### src/core/lcg_map.vh
`ifndef LCG_MAP_VH
`define LCG_MAP_VH
// ****************************************
// register map
// ****************************************
`define LCG_SEL_ADDR      12'h000
`define LCG_IN_ADDR       12'h004
`define LCG_GATE_ADDR     12'h008
`define LCG_SEL_RESET     8'h00
`define LCG_BIT_IN1_INV   0
`define LCG_BIT_IN1_TRUE  1
`define LCG_BIT_IN2_INV   2
`define LCG_BIT_IN2_TRUE  3
`define LCG_BIT_IN3_INV   4
`define LCG_BIT_IN3_TRUE  5
`define LCG_BIT_IN4_INV   6
`define LCG_BIT_IN4_TRUE  7
`define LCG_HTRANS_NONSEQ 2'h2
`define LCG_HSIZE_WORD    3'h2
`define LCG_SEL_W         8
`define LCG_DATA_W        4
`define LCG_BUS_W         32
`define LCG_ADDR_W        12
`define LCG_IDX_NONE      2'h0
`define LCG_IDX_SEL       2'h1
`define LCG_IDX_IN        2'h2
`define LCG_IDX_GATE      2'h3
`define LCG_BITS_PER_IN   2
`define LCG_OFS_TRUE      1
`define LCG_OFS_INV       0
`define LCG_RDATA_RESET   32'h00000000
`define LCG_RDATA_UNMAP   32'h00000000
`define LCG_GATE_RESET    8'h00
`define LCG_READY_ON      1'b1
`define LCG_HRESP_OKAY    1'b0
`endif

### src/core/lcg_sync.v
`timescale 1ns/1ps
// ****************************************
// two-stage synchroniser, one per bit
// ****************************************
module lcg_sync #(
	parameter WIDTH = 4
) (
	hclk,
	hresetn,
	async_in,
	sync_out
);
	input  wire             hclk;
	input  wire             hresetn;
	input  wire [WIDTH-1:0] async_in;
	output wire [WIDTH-1:0] sync_out;

	reg [WIDTH-1:0] meta_ff;
	reg [WIDTH-1:0] sync_ff;

	// the first stage feeds only the second stage
	always @(posedge hclk or negedge hresetn) begin
		if (!hresetn) begin
			meta_ff <= {WIDTH{1'b0}};
			sync_ff <= {WIDTH{1'b0}};
		end else begin
			meta_ff <= async_in;
			sync_ff <= meta_ff;
		end
	end

	assign sync_out = sync_ff;
endmodule

### src/core/lcg_gate0_select.v
// Our own choices: the AHB-Lite interface to the registers and the placing of the registers.
`timescale 1ns/1ps
`include "lcg_map.vh"
module lcg_gate0_select (
	hclk,
	hresetn,
	hsel,
	haddr,
	htrans,
	hwrite,
	hsize,
	hready,
	hwdata,
	hrdata,
	hreadyout,
	hresp,
	logic_data_in_a,
	logic_data_in_b,
	logic_data_in_c,
	logic_data_in_d,
	gate0_sel
);
	input  wire        hclk;
	input  wire        hresetn;
	input  wire        hsel;
	input  wire [11:0] haddr;
	input  wire [1:0]  htrans;
	input  wire        hwrite;
	input  wire [2:0]  hsize;
	input  wire        hready;
	input  wire [31:0] hwdata;
	output reg  [31:0] hrdata;
	output reg         hreadyout;
	output reg         hresp;
	input  wire        logic_data_in_a;
	input  wire        logic_data_in_b;
	input  wire        logic_data_in_c;
	input  wire        logic_data_in_d;
	output reg  [7:0]  gate0_sel;

	// ****************************************
	// input synchronisers
	// ****************************************
	wire [`LCG_DATA_W-1:0] data_raw;
	wire [`LCG_DATA_W-1:0] data_sync;

	assign data_raw = {logic_data_in_d, logic_data_in_c, logic_data_in_b, logic_data_in_a};

	lcg_sync #(
		.WIDTH (`LCG_DATA_W)
	) u_sync (
		.hclk     (hclk),
		.hresetn  (hresetn),
		.async_in (data_raw),
		.sync_out (data_sync)
	);

	// ****************************************
	// local sizes
	// ****************************************
	// the port widths are fixed by the pins, so these stay local
	localparam BUS_W    = `LCG_BUS_W;
	localparam ADDR_W   = `LCG_ADDR_W;
	localparam SEL_W    = `LCG_SEL_W;
	localparam DATA_W   = `LCG_DATA_W;
	localparam SEL_PAD  = BUS_W - SEL_W;
	localparam DATA_PAD = BUS_W - DATA_W;

	// ****************************************
	// helper functions
	// ****************************************
	// the write strobe and the read mux share one decode so they cannot drift apart
	function [1:0] reg_index;
		input [ADDR_W-1:0] addr;
		begin
			case (addr)
				`LCG_SEL_ADDR:  reg_index = `LCG_IDX_SEL;
				`LCG_IN_ADDR:   reg_index = `LCG_IDX_IN;
				`LCG_GATE_ADDR: reg_index = `LCG_IDX_GATE;
				default:        reg_index = `LCG_IDX_NONE;
			endcase
		end
	endfunction

	// one form of one input: the enable gates the plain or the inverted level
	function form_pass;
		input en;
		input level;
		input invert;
		begin
			form_pass = en & (level ^ invert);
		end
	endfunction

	// ****************************************
	// ahb-lite address phase
	// ****************************************
	reg  [SEL_W-1:0] sel_ff;
	reg  [SEL_W-1:0] nxt_sel;
	reg              wr_pend_ff;
	reg  [1:0]       wr_idx_ff;
	reg  [SEL_W-1:0] gate_ff;
	reg  [BUS_W-1:0] nxt_rdata;
	wire [SEL_W-1:0] nxt_gate;
	wire             xfer;
	wire             xfer_wr;
	wire             xfer_rd;
	wire [1:0]       addr_idx;

	// only nonseq single transfers are taken; hsize is not checked, whole words only
	assign xfer     = hsel && hready && (htrans == `LCG_HTRANS_NONSEQ);
	assign xfer_wr  = xfer && hwrite;
	assign xfer_rd  = xfer && !hwrite;
	assign addr_idx = reg_index(haddr);

	// only the decoded index is kept for the data phase, not the whole address
	always @(posedge hclk or negedge hresetn) begin
		if (!hresetn) begin
			wr_pend_ff <= 1'b0;
			wr_idx_ff  <= `LCG_IDX_NONE;
		end else begin
			wr_pend_ff <= xfer_wr;
			if (xfer)
				wr_idx_ff <= addr_idx;
		end
	end

	// ****************************************
	// select register
	// ****************************************
	// the read mux looks at nxt_sel, so a read issued in the data phase
	// of a write already returns the new value
	always @* begin
		nxt_sel = sel_ff;
		if (wr_pend_ff && (wr_idx_ff == `LCG_IDX_SEL))
			nxt_sel = hwdata[SEL_W-1:0];
	end

	// contents are undefined after power-on; zero is one legal choice
	// a write to any other offset leaves the register alone
	always @(posedge hclk or negedge hresetn) begin
		if (!hresetn) begin
			sel_ff <= `LCG_SEL_RESET;
		end else begin
			sel_ff <= nxt_sel;
		end
	end

	// ****************************************
	// read data
	// ****************************************
	// unmapped offsets read as zero
	always @* begin
		case (addr_idx)
			`LCG_IDX_SEL:  nxt_rdata = {{SEL_PAD{1'b0}}, nxt_sel};
			`LCG_IDX_IN:   nxt_rdata = {{DATA_PAD{1'b0}}, data_sync};
			`LCG_IDX_GATE: nxt_rdata = {{SEL_PAD{1'b0}}, gate_ff};
			default:       nxt_rdata = `LCG_RDATA_UNMAP;
		endcase
	end

	// read data is loaded at the address phase and then stands through the data
	// phase and beyond, until the next read is taken
	always @(posedge hclk or negedge hresetn) begin
		if (!hresetn) begin
			hrdata <= `LCG_RDATA_RESET;
		end else begin
			if (xfer_rd)
				hrdata <= nxt_rdata;
		end
	end

	// ****************************************
	// response
	// ****************************************
	// no wait states and no error path: every transfer, mapped or not, ends okay
	always @(posedge hclk or negedge hresetn) begin
		if (!hresetn) begin
			hreadyout <= `LCG_READY_ON;
			hresp     <= `LCG_HRESP_OKAY;
		end else begin
			hreadyout <= `LCG_READY_ON;
			hresp     <= `LCG_HRESP_OKAY;
		end
	end

	// ****************************************
	// gate 0 input steering
	// ****************************************
	// input gi owns a bit pair: the upper bit its true form, the lower its inverted form
	genvar gi;
	generate
		for (gi = 0; gi < DATA_W; gi = gi + 1) begin : g_steer
			localparam TRUE_BIT = gi * `LCG_BITS_PER_IN + `LCG_OFS_TRUE;
			localparam INV_BIT  = gi * `LCG_BITS_PER_IN + `LCG_OFS_INV;

			assign nxt_gate[TRUE_BIT] = form_pass(sel_ff[TRUE_BIT], data_sync[gi], 1'b0);
			assign nxt_gate[INV_BIT]  = form_pass(sel_ff[INV_BIT], data_sync[gi], 1'b1);
		end
	endgenerate

	// ****************************************
	// gate 0 outputs
	// ****************************************
	// a deselected form drives zero so an or-type gate ignores it; gate_ff is the
	// copy the bus reads, so the output pins carry no load from the read mux
	always @(posedge hclk or negedge hresetn) begin
		if (!hresetn) begin
			gate_ff   <= `LCG_GATE_RESET;
			gate0_sel <= `LCG_GATE_RESET;
		end else begin
			gate_ff   <= nxt_gate;
			gate0_sel <= nxt_gate;
		end
	end
endmodule

### config.mk
export PLATFORM = sky130hd
export DESIGN_NAME = lcg_gate0_select
export DESIGN_NICKNAME = d
export VERILOG_FILES = /design/src/core/lcg_sync.v /design/src/core/lcg_gate0_select.v
export VERILOG_INCLUDE_DIRS = /design/src /design/src/core
export SDC_FILE = /design/constraint.sdc
export NUM_CORES = 1
export LEC_CHECK = 0
export BUFFER_PORTS_ARGS = -buffer_cell sky130_fd_sc_hd__buf_2
export CAP_MARGIN = 5
export CORE_MARGIN = 1
export CORE_UTILIZATION = 42
export DETAILED_ROUTE_END_ITERATION = 10
export PLACE_DENSITY = 0.82
export RECOVER_POWER = 50
export SETUP_SLACK_MARGIN = 0.05
export SLEW_MARGIN = 25
export SYNTH_ARGS = -nofsm -noshare
export SYNTH_HDL_FRONTEND = slang
export SYNTH_HIERARCHICAL = 1
export SYNTH_SLANG_ARGS = --single-unit
### constraint.sdc
create_clock -name hclk -period 1.7 [get_ports hclk]
set_input_delay 0.17 -clock hclk [delete_from_list [all_inputs] [get_ports hclk]]
set_output_delay 0.17 -clock hclk [all_outputs]
set_load 0.01 [all_outputs]
* Word-level counts from Yosys, hierarchy flattened
Index checks and enable logic that the tools add are counted.
Word-level totals: register bits 59, input port bits 58, output and inout bits 42
Operators by class: eq/ne operators 7, mux-type cells 3, bitwise logic cells 12, reduce and logical (&&, ||, !) cells 7
Operators by type and width (number):
- case mux 8 bit (3 select lines) | 1
- == test 12 x 3 -> 1 bit, second input constant | 1
- == test 12 x 4 -> 1 bit, second input constant | 1
- logical NOT 12 bit | 1
- bitwise AND 1 bit | 8
- 2-to-1 mux 8 bit | 1
- == test 2 bit, second input constant | 3
- case mux 2 bit (3 select lines) | 1
- logical AND 1 bit | 5
- == test 2 x 1 -> 1 bit, second input constant | 2
- inverter 1 bit | 4
- logical NOT 1 bit | 1

* Logic depth before layout (Yosys ltp)
depth in word-level cells 4, mapped depth 5, depth with buffers taken out 4

* By module
The synthesis kept the hierarchy.
Modules (own cells, without submodules):
- lcg_gate0_select | instances 1, cells each 126, area each 1358.8 um^2, sequential area each 675.6 um^2
- lcg_sync | instances 1, cells each 8, area each 200.2 um^2, sequential area each 200.2 um^2

* Least setup slack after synthesis
No wires, ideal clock.
path kind input -> register, from input port haddr[5], to register hrdata[4], arrival 1.292 ns, setup slack 0.339 ns, stages 5, buffers on the path 1, cell sequence or4_4 nor4_4 buf_6 nand4_1 nand3_1
On the way: word-level cells in the longest chain between the ends 4, elaborated cells between the ends (all ways) 8
Ends and longest elaborated chain:
- from (decl) | RTL line lcg_gate0_select.v:26 | input wire [11:0] haddr;
- == test 12 x 4 -> 1 bit, or another cell as far along | RTL line lcg_gate0_select.v:76 | case (addr)
- case mux 2 bit (3 select lines) (*) | RTL line lcg_gate0_select.v:76
- == test 2 bit or == test 2 x 1 -> 1 bit (tied branches) | RTL line lcg_gate0_select.v:154 | case (addr_idx)
- case mux 8 bit (3 select lines) (*) | RTL line lcg_gate0_select.v:154
- to (signal assigned) | RTL line lcg_gate0_select.v:166 | hrdata <= `LCG_RDATA_RESET;
- to (signal assigned) | RTL line lcg_gate0_select.v:169 | hrdata <= nxt_rdata;
- to (decl) | RTL line lcg_gate0_select.v:32 | output reg [31:0] hrdata;
Mark *: on every way between the ends. The rest lies on a longest branch, timed or not. A chain may end at the register's enable or synchronous reset.

* Worst setup path after layout
from register wr_idx_ff[1], to register hrdata[0]
On the way: word-level cells in the longest chain between the ends 4
Ends and longest elaborated chain:
- from (decl) | RTL line lcg_gate0_select.v:101 | reg [1:0] wr_idx_ff;
- from (signal assigned) | RTL line lcg_gate0_select.v:120 | wr_idx_ff <= `LCG_IDX_NONE;
- from (signal assigned) | RTL line lcg_gate0_select.v:124 | wr_idx_ff <= addr_idx;
- == test 2 x 1 -> 1 bit (no line)
- logical AND 1 bit | RTL line lcg_gate0_select.v:135 | if (wr_pend_ff && (wr_idx_ff == `LCG_IDX_SEL))
- 2-to-1 mux 8 bit | RTL line lcg_gate0_select.v:135
- via nxt_sel[0] | RTL line lcg_gate0_select.v:99 | reg [SEL_W-1:0] nxt_sel;
- case mux 8 bit (3 select lines) | RTL line lcg_gate0_select.v:154
The timed path passes the listed nets, and every way through them passes these cells.

==> flow_results.org <==
** Yosys
- After synthesis, the most frequently instantiated cells are sky130_fd_sc_hd__dfrtp_1, sky130_fd_sc_hd__buf_4, sky130_fd_sc_hd__nand2_1.
- The synthesized design contains 0 enable-type register cells.
- Portion of synthesized cell area occupied by the leading cell type :: 56.2%
- Counting distinct cell types in the post-synthesis netlist gives 25.
- Syn avg cell area :: 11.6 um2
- Warnings, synthesis :: 6
- Fraction of the yosys area taken by sequential cells :: 56.2%
- Counting flops and latches in the post-synthesis netlist gives 35.
- sky130_fd_sc_hd__dfrtp_1 takes more of the synthesized area than any other cell.
- Ys flop type :: sky130_fd_sc_hd__dfrtp_1
- Post-Synthesis Cell Area :: 0.00156 mm2
- After technology mapping, the gate count stands at 134.
- Yosys instantiated no cell more often than sky130_fd_sc_hd__dfrtp_1.
- Sorting the synthesized cells by area gives the leading types as sky130_fd_sc_hd__dfrtp_1, sky130_fd_sc_hd__buf_4, sky130_fd_sc_hd__mux2_2, sky130_fd_sc_hd__nand4_1, sky130_fd_sc_hd__nand2_1.
- Post-synth ARST share :: 100%

** STA
- The clock arrives with 0.00555 ns of skew.
- Setup repair after global routing left no endpoint under its margin.
- Count of final max-slew check failures :: 0
- The smallest clock period supported by the final layout is computed as 1.38 ns.
- Worst slew margin :: 44.2%
- Final hold vios :: 0
- Summed over all failing endpoints, the final setup total negative slack is 0 ns.
- Setup violations remaining at the end of the flow were counted as 0.
- Portion of the clock cycle consumed by the worst path in the final layout :: 80.9%
- The worst path meets setup with 0.324 ns of slack.
- For this run, the top clock speed supported by timing is 727 MHz.
- For the pin with the worst max-slew slack, the measured transition is 0.837 ns.

** Finish
- After filler insertion, the fill cell instance count of the layout stands at 328.
- Number of diodes added for antenna fixing :: 0
- The area growth from synthesis to layout is 18.5%.
- Count of nets after finishing :: 248
- Fraction of layout cells with a size suffix above 1 :: 27.0%

** Detailed routing
- Remaining antenna violation count after routing :: 0
- The first detailed-routing pass ran for 4 iterations.
- Routed met3 length :: 206 um
- Vias per Instance :: 4.62
- Initial drt markers :: 48
- Top layer used by detailed routing :: met4
- Dividing the detail-routed wire length by the instance count gives 12.4 um.
- WL final :: 2920 um
- Met2 wire length :: 1390 um
- The detailed router put a total of 1290 um of wire on met1.
- In the routed design, unresolved DRC markers number 0.
- Via count of the routed design :: 1086

** GRT
- Overall Global Routing Usage :: 15.5%
- The first global-routing pass estimated 4510 um of wire.
- Number of antenna violations at the first check in global routing :: 0
- Largest net degree at the start of global routing :: 36
- Global-route congestion overflow total :: 0
- The number of global-route vias before repair came to 956.

** Critical path
- Walking the worst path, the cells encountered are nand3b_1 > buf_4 > mux2_2 > nand2_1 > a211oi_1.
- Data arrival at the endpoint of the critical path :: 1.56 ns
- The critical path is of the flip-flop to flip-flop type.
- Maximum fanout count along the critical path :: 8
- Crit start category :: flip-flop
- Count of buffer and inverter cells on the critical path :: 1
- Critical path endpoint category :: flip-flop
- Worst EP required :: 1.89 ns
- The largest individual stage delay along the critical path comes from the cell sky130_fd_sc_hd__dfrtp_1.
- Worst path top cell family by delay :: flip-flops
- In this design, the stage delay of the slowest critical-path cell is 0.38 ns.

** Place
- The wire-length estimate of the detail-placed layout is 2110 um.
- OpenSTA, run right after detailed placement, puts the worst setup slack at 0.129 ns.
- RD Place Congestion :: 0.754
- The count of buffers added on input and output ports is 46.

** Pwr
- Power density of the placed cells :: 890 mW/mm2
- Worst IR drop on VDD :: 0.583 mV
- The analysis attributes to cell leakage a power of 0.878 nW.

** Die
- Number of cell rows :: 21
- Initial Utilization :: 45.3%
- Core box area :: 0.00344 mm2
- Die footprint :: 0.00396 mm2
- Vert. Die Dim :: 62.9 um
- Die boundary width :: 62.9 um
- I/O pin count :: 100

** Clocking
- Buffer levels on the longest clock path :: 2
- Maximum level of the CTS H-tree :: 2
- TritonCTS clock tree :: yes
- CTS placed an instance of sky130_fd_sc_hd__clkbuf_8 at the clock tree root.
- Worst-skew pair later-pin latency :: 0.28 ns
- TritonCTS Sinks :: 35
- After clock tree synthesis, the repair step resized 0 gates.
- Number of clock buffers inserted by TritonCTS :: 5
- Clk slew on worst S/H paths :: 0.07 ns

** Run
- Maximum Capacitance Violations :: 0

** Outcome
- Result of the run :: finished, final reports clean

** Min path
- The path class of the tightest hold or removal check is primary input to flip-flop.
-- flip-flops by register name, indices dropped and copies added (netlist names) --
signal / flops
sel_ff: 8
u_sync/sync_out: 4
hrdata: 8
gate0_sel: 8
u_sync/meta_ff: 4
wr_pend_ff: 1
wr_idx_ff: 2
-- cell families (layout without fill, tap and decap cells) --
| kind of cell | Yosys count | count (layout) | share of synthesized area (%) |
|---|---|---|---|
| simple gates | 46 | 46 | 16.9 |
| flops | 35 | 35 | 56.2 |
| buf+inv | 31 | 62 | 14.3 |
| compound gates | 12 | 12 | 6.42 |
| mux | 8 | 8 | 5.78 |
| other cells | 2 | 26 | 0.482 |
-- where the power goes --
part | switching (mW) | leakage [nW] | internal, mW | total (mW)
Sequential | 0.0294 | 0.437 | 0.884 | 0.913
Combinational | 0.118 | 0.404 | 0.0756 | 0.193
Clock | 0.265 | 0.0371 | 0.272 | 0.537
-- path summary, 6_finish.rpt --
kind	depth (start not counted)	slack, ns	from	end
hold / removal	3	0.14	hwrite	wr_pend_ff$_DFF_PN0_
setup reg to reg	5	0.32	wr_idx_ff[1]$_DFFE_PN0P_	hrdata[0]$_DFFE_PN0P_
min in group asynchronous	2	0.51	hresetn	wr_pend_ff$_DFF_PN0_
setup / recovery	5	0.32	wr_idx_ff[1]$_DFFE_PN0P_	hrdata[0]$_DFFE_PN0P_
max in group asynchronous	2	0.66	hresetn	u_sync/meta_ff[3]$_DFF_PN0_
hold reg to reg	0	0.35	u_sync/meta_ff[1]$_DFF_PN0_	u_sync/sync_out[1]$_DFF_PN0_
-- worst register-to-register path: cells and delay by family (launching register included) --
kind                   cells  cell delay, ns
muxes                      1            0.26
AOI/OAI and AO/OA          1            0.25
buffers and inverters      1            0.18
DFF                        1            0.38
and+or+nand+nor            2            0.21
-- layer usage --
| metal | global-route usage (%) | up-vias |
|---|---|---|
| met4 | 5.23 | 0 |
| li1 | - | 518 |
| met1 | 19.4 | 519 |
| met2 | 23.4 | 45 |
| met3 | 7.12 | 4 |
| met5 | 0 | - |
-- placed cells by master (no fill, tap or decap), drive strengths merged --
master,instances
nand2b,1
nand3b,1
a211oi,4
a221oi,4
nand2,10
and2,4
mux2,8
or4,2
o21ai,2
nand4b,1
a21oi,1
dlygate4sd3,5
buf,32
nand4,8
nor2,8
a22o,1
inv,1
conb,26
clkbuf,24
nand3,4
dfrtp,35
nor2b,6
nor4,1
-- per-stage QoR --
stage | cell area, um2 | std cells | hold WS [ns] | util, % | total power [mW]
after global routing | 1850 | 235 | 0.137 | 53.7 | 1.72
after floorplan | 1650 | 158 | -0.126 | - | 1.06
final | 1850 | 235 | 0.145 | 53.7 | 1.64
after CTS | 1870 | 235 | 0.135 | 54.3 | 1.66
after detailed placement | 1750 | 224 | 0.280 | 50.8 | 1.12
after global placement | 1750 | 224 | 0.277 | 50.8 | 1.11
-- final cells by class --
cell class	instances	area [um2]	share of cell area (%)
Timing Repair Buffer	55	287	15.5
Clock buffer	6	72.6	3.93
Inverter	1	3.75	0.203
Multi-Input combinational cell	92	551	29.8
Tap cell	46	57.6	3.12
Sequential cell	35	876	47.4
-- repair_timing --
action,4_1_cts,5_1_grt
endpoints found under the hold margin,39,0
hold buffers,5,0
endpoints found under the setup margin,0,0
setup buffers,0,0
No activity file was read; power rests on OpenSTA's default activity.
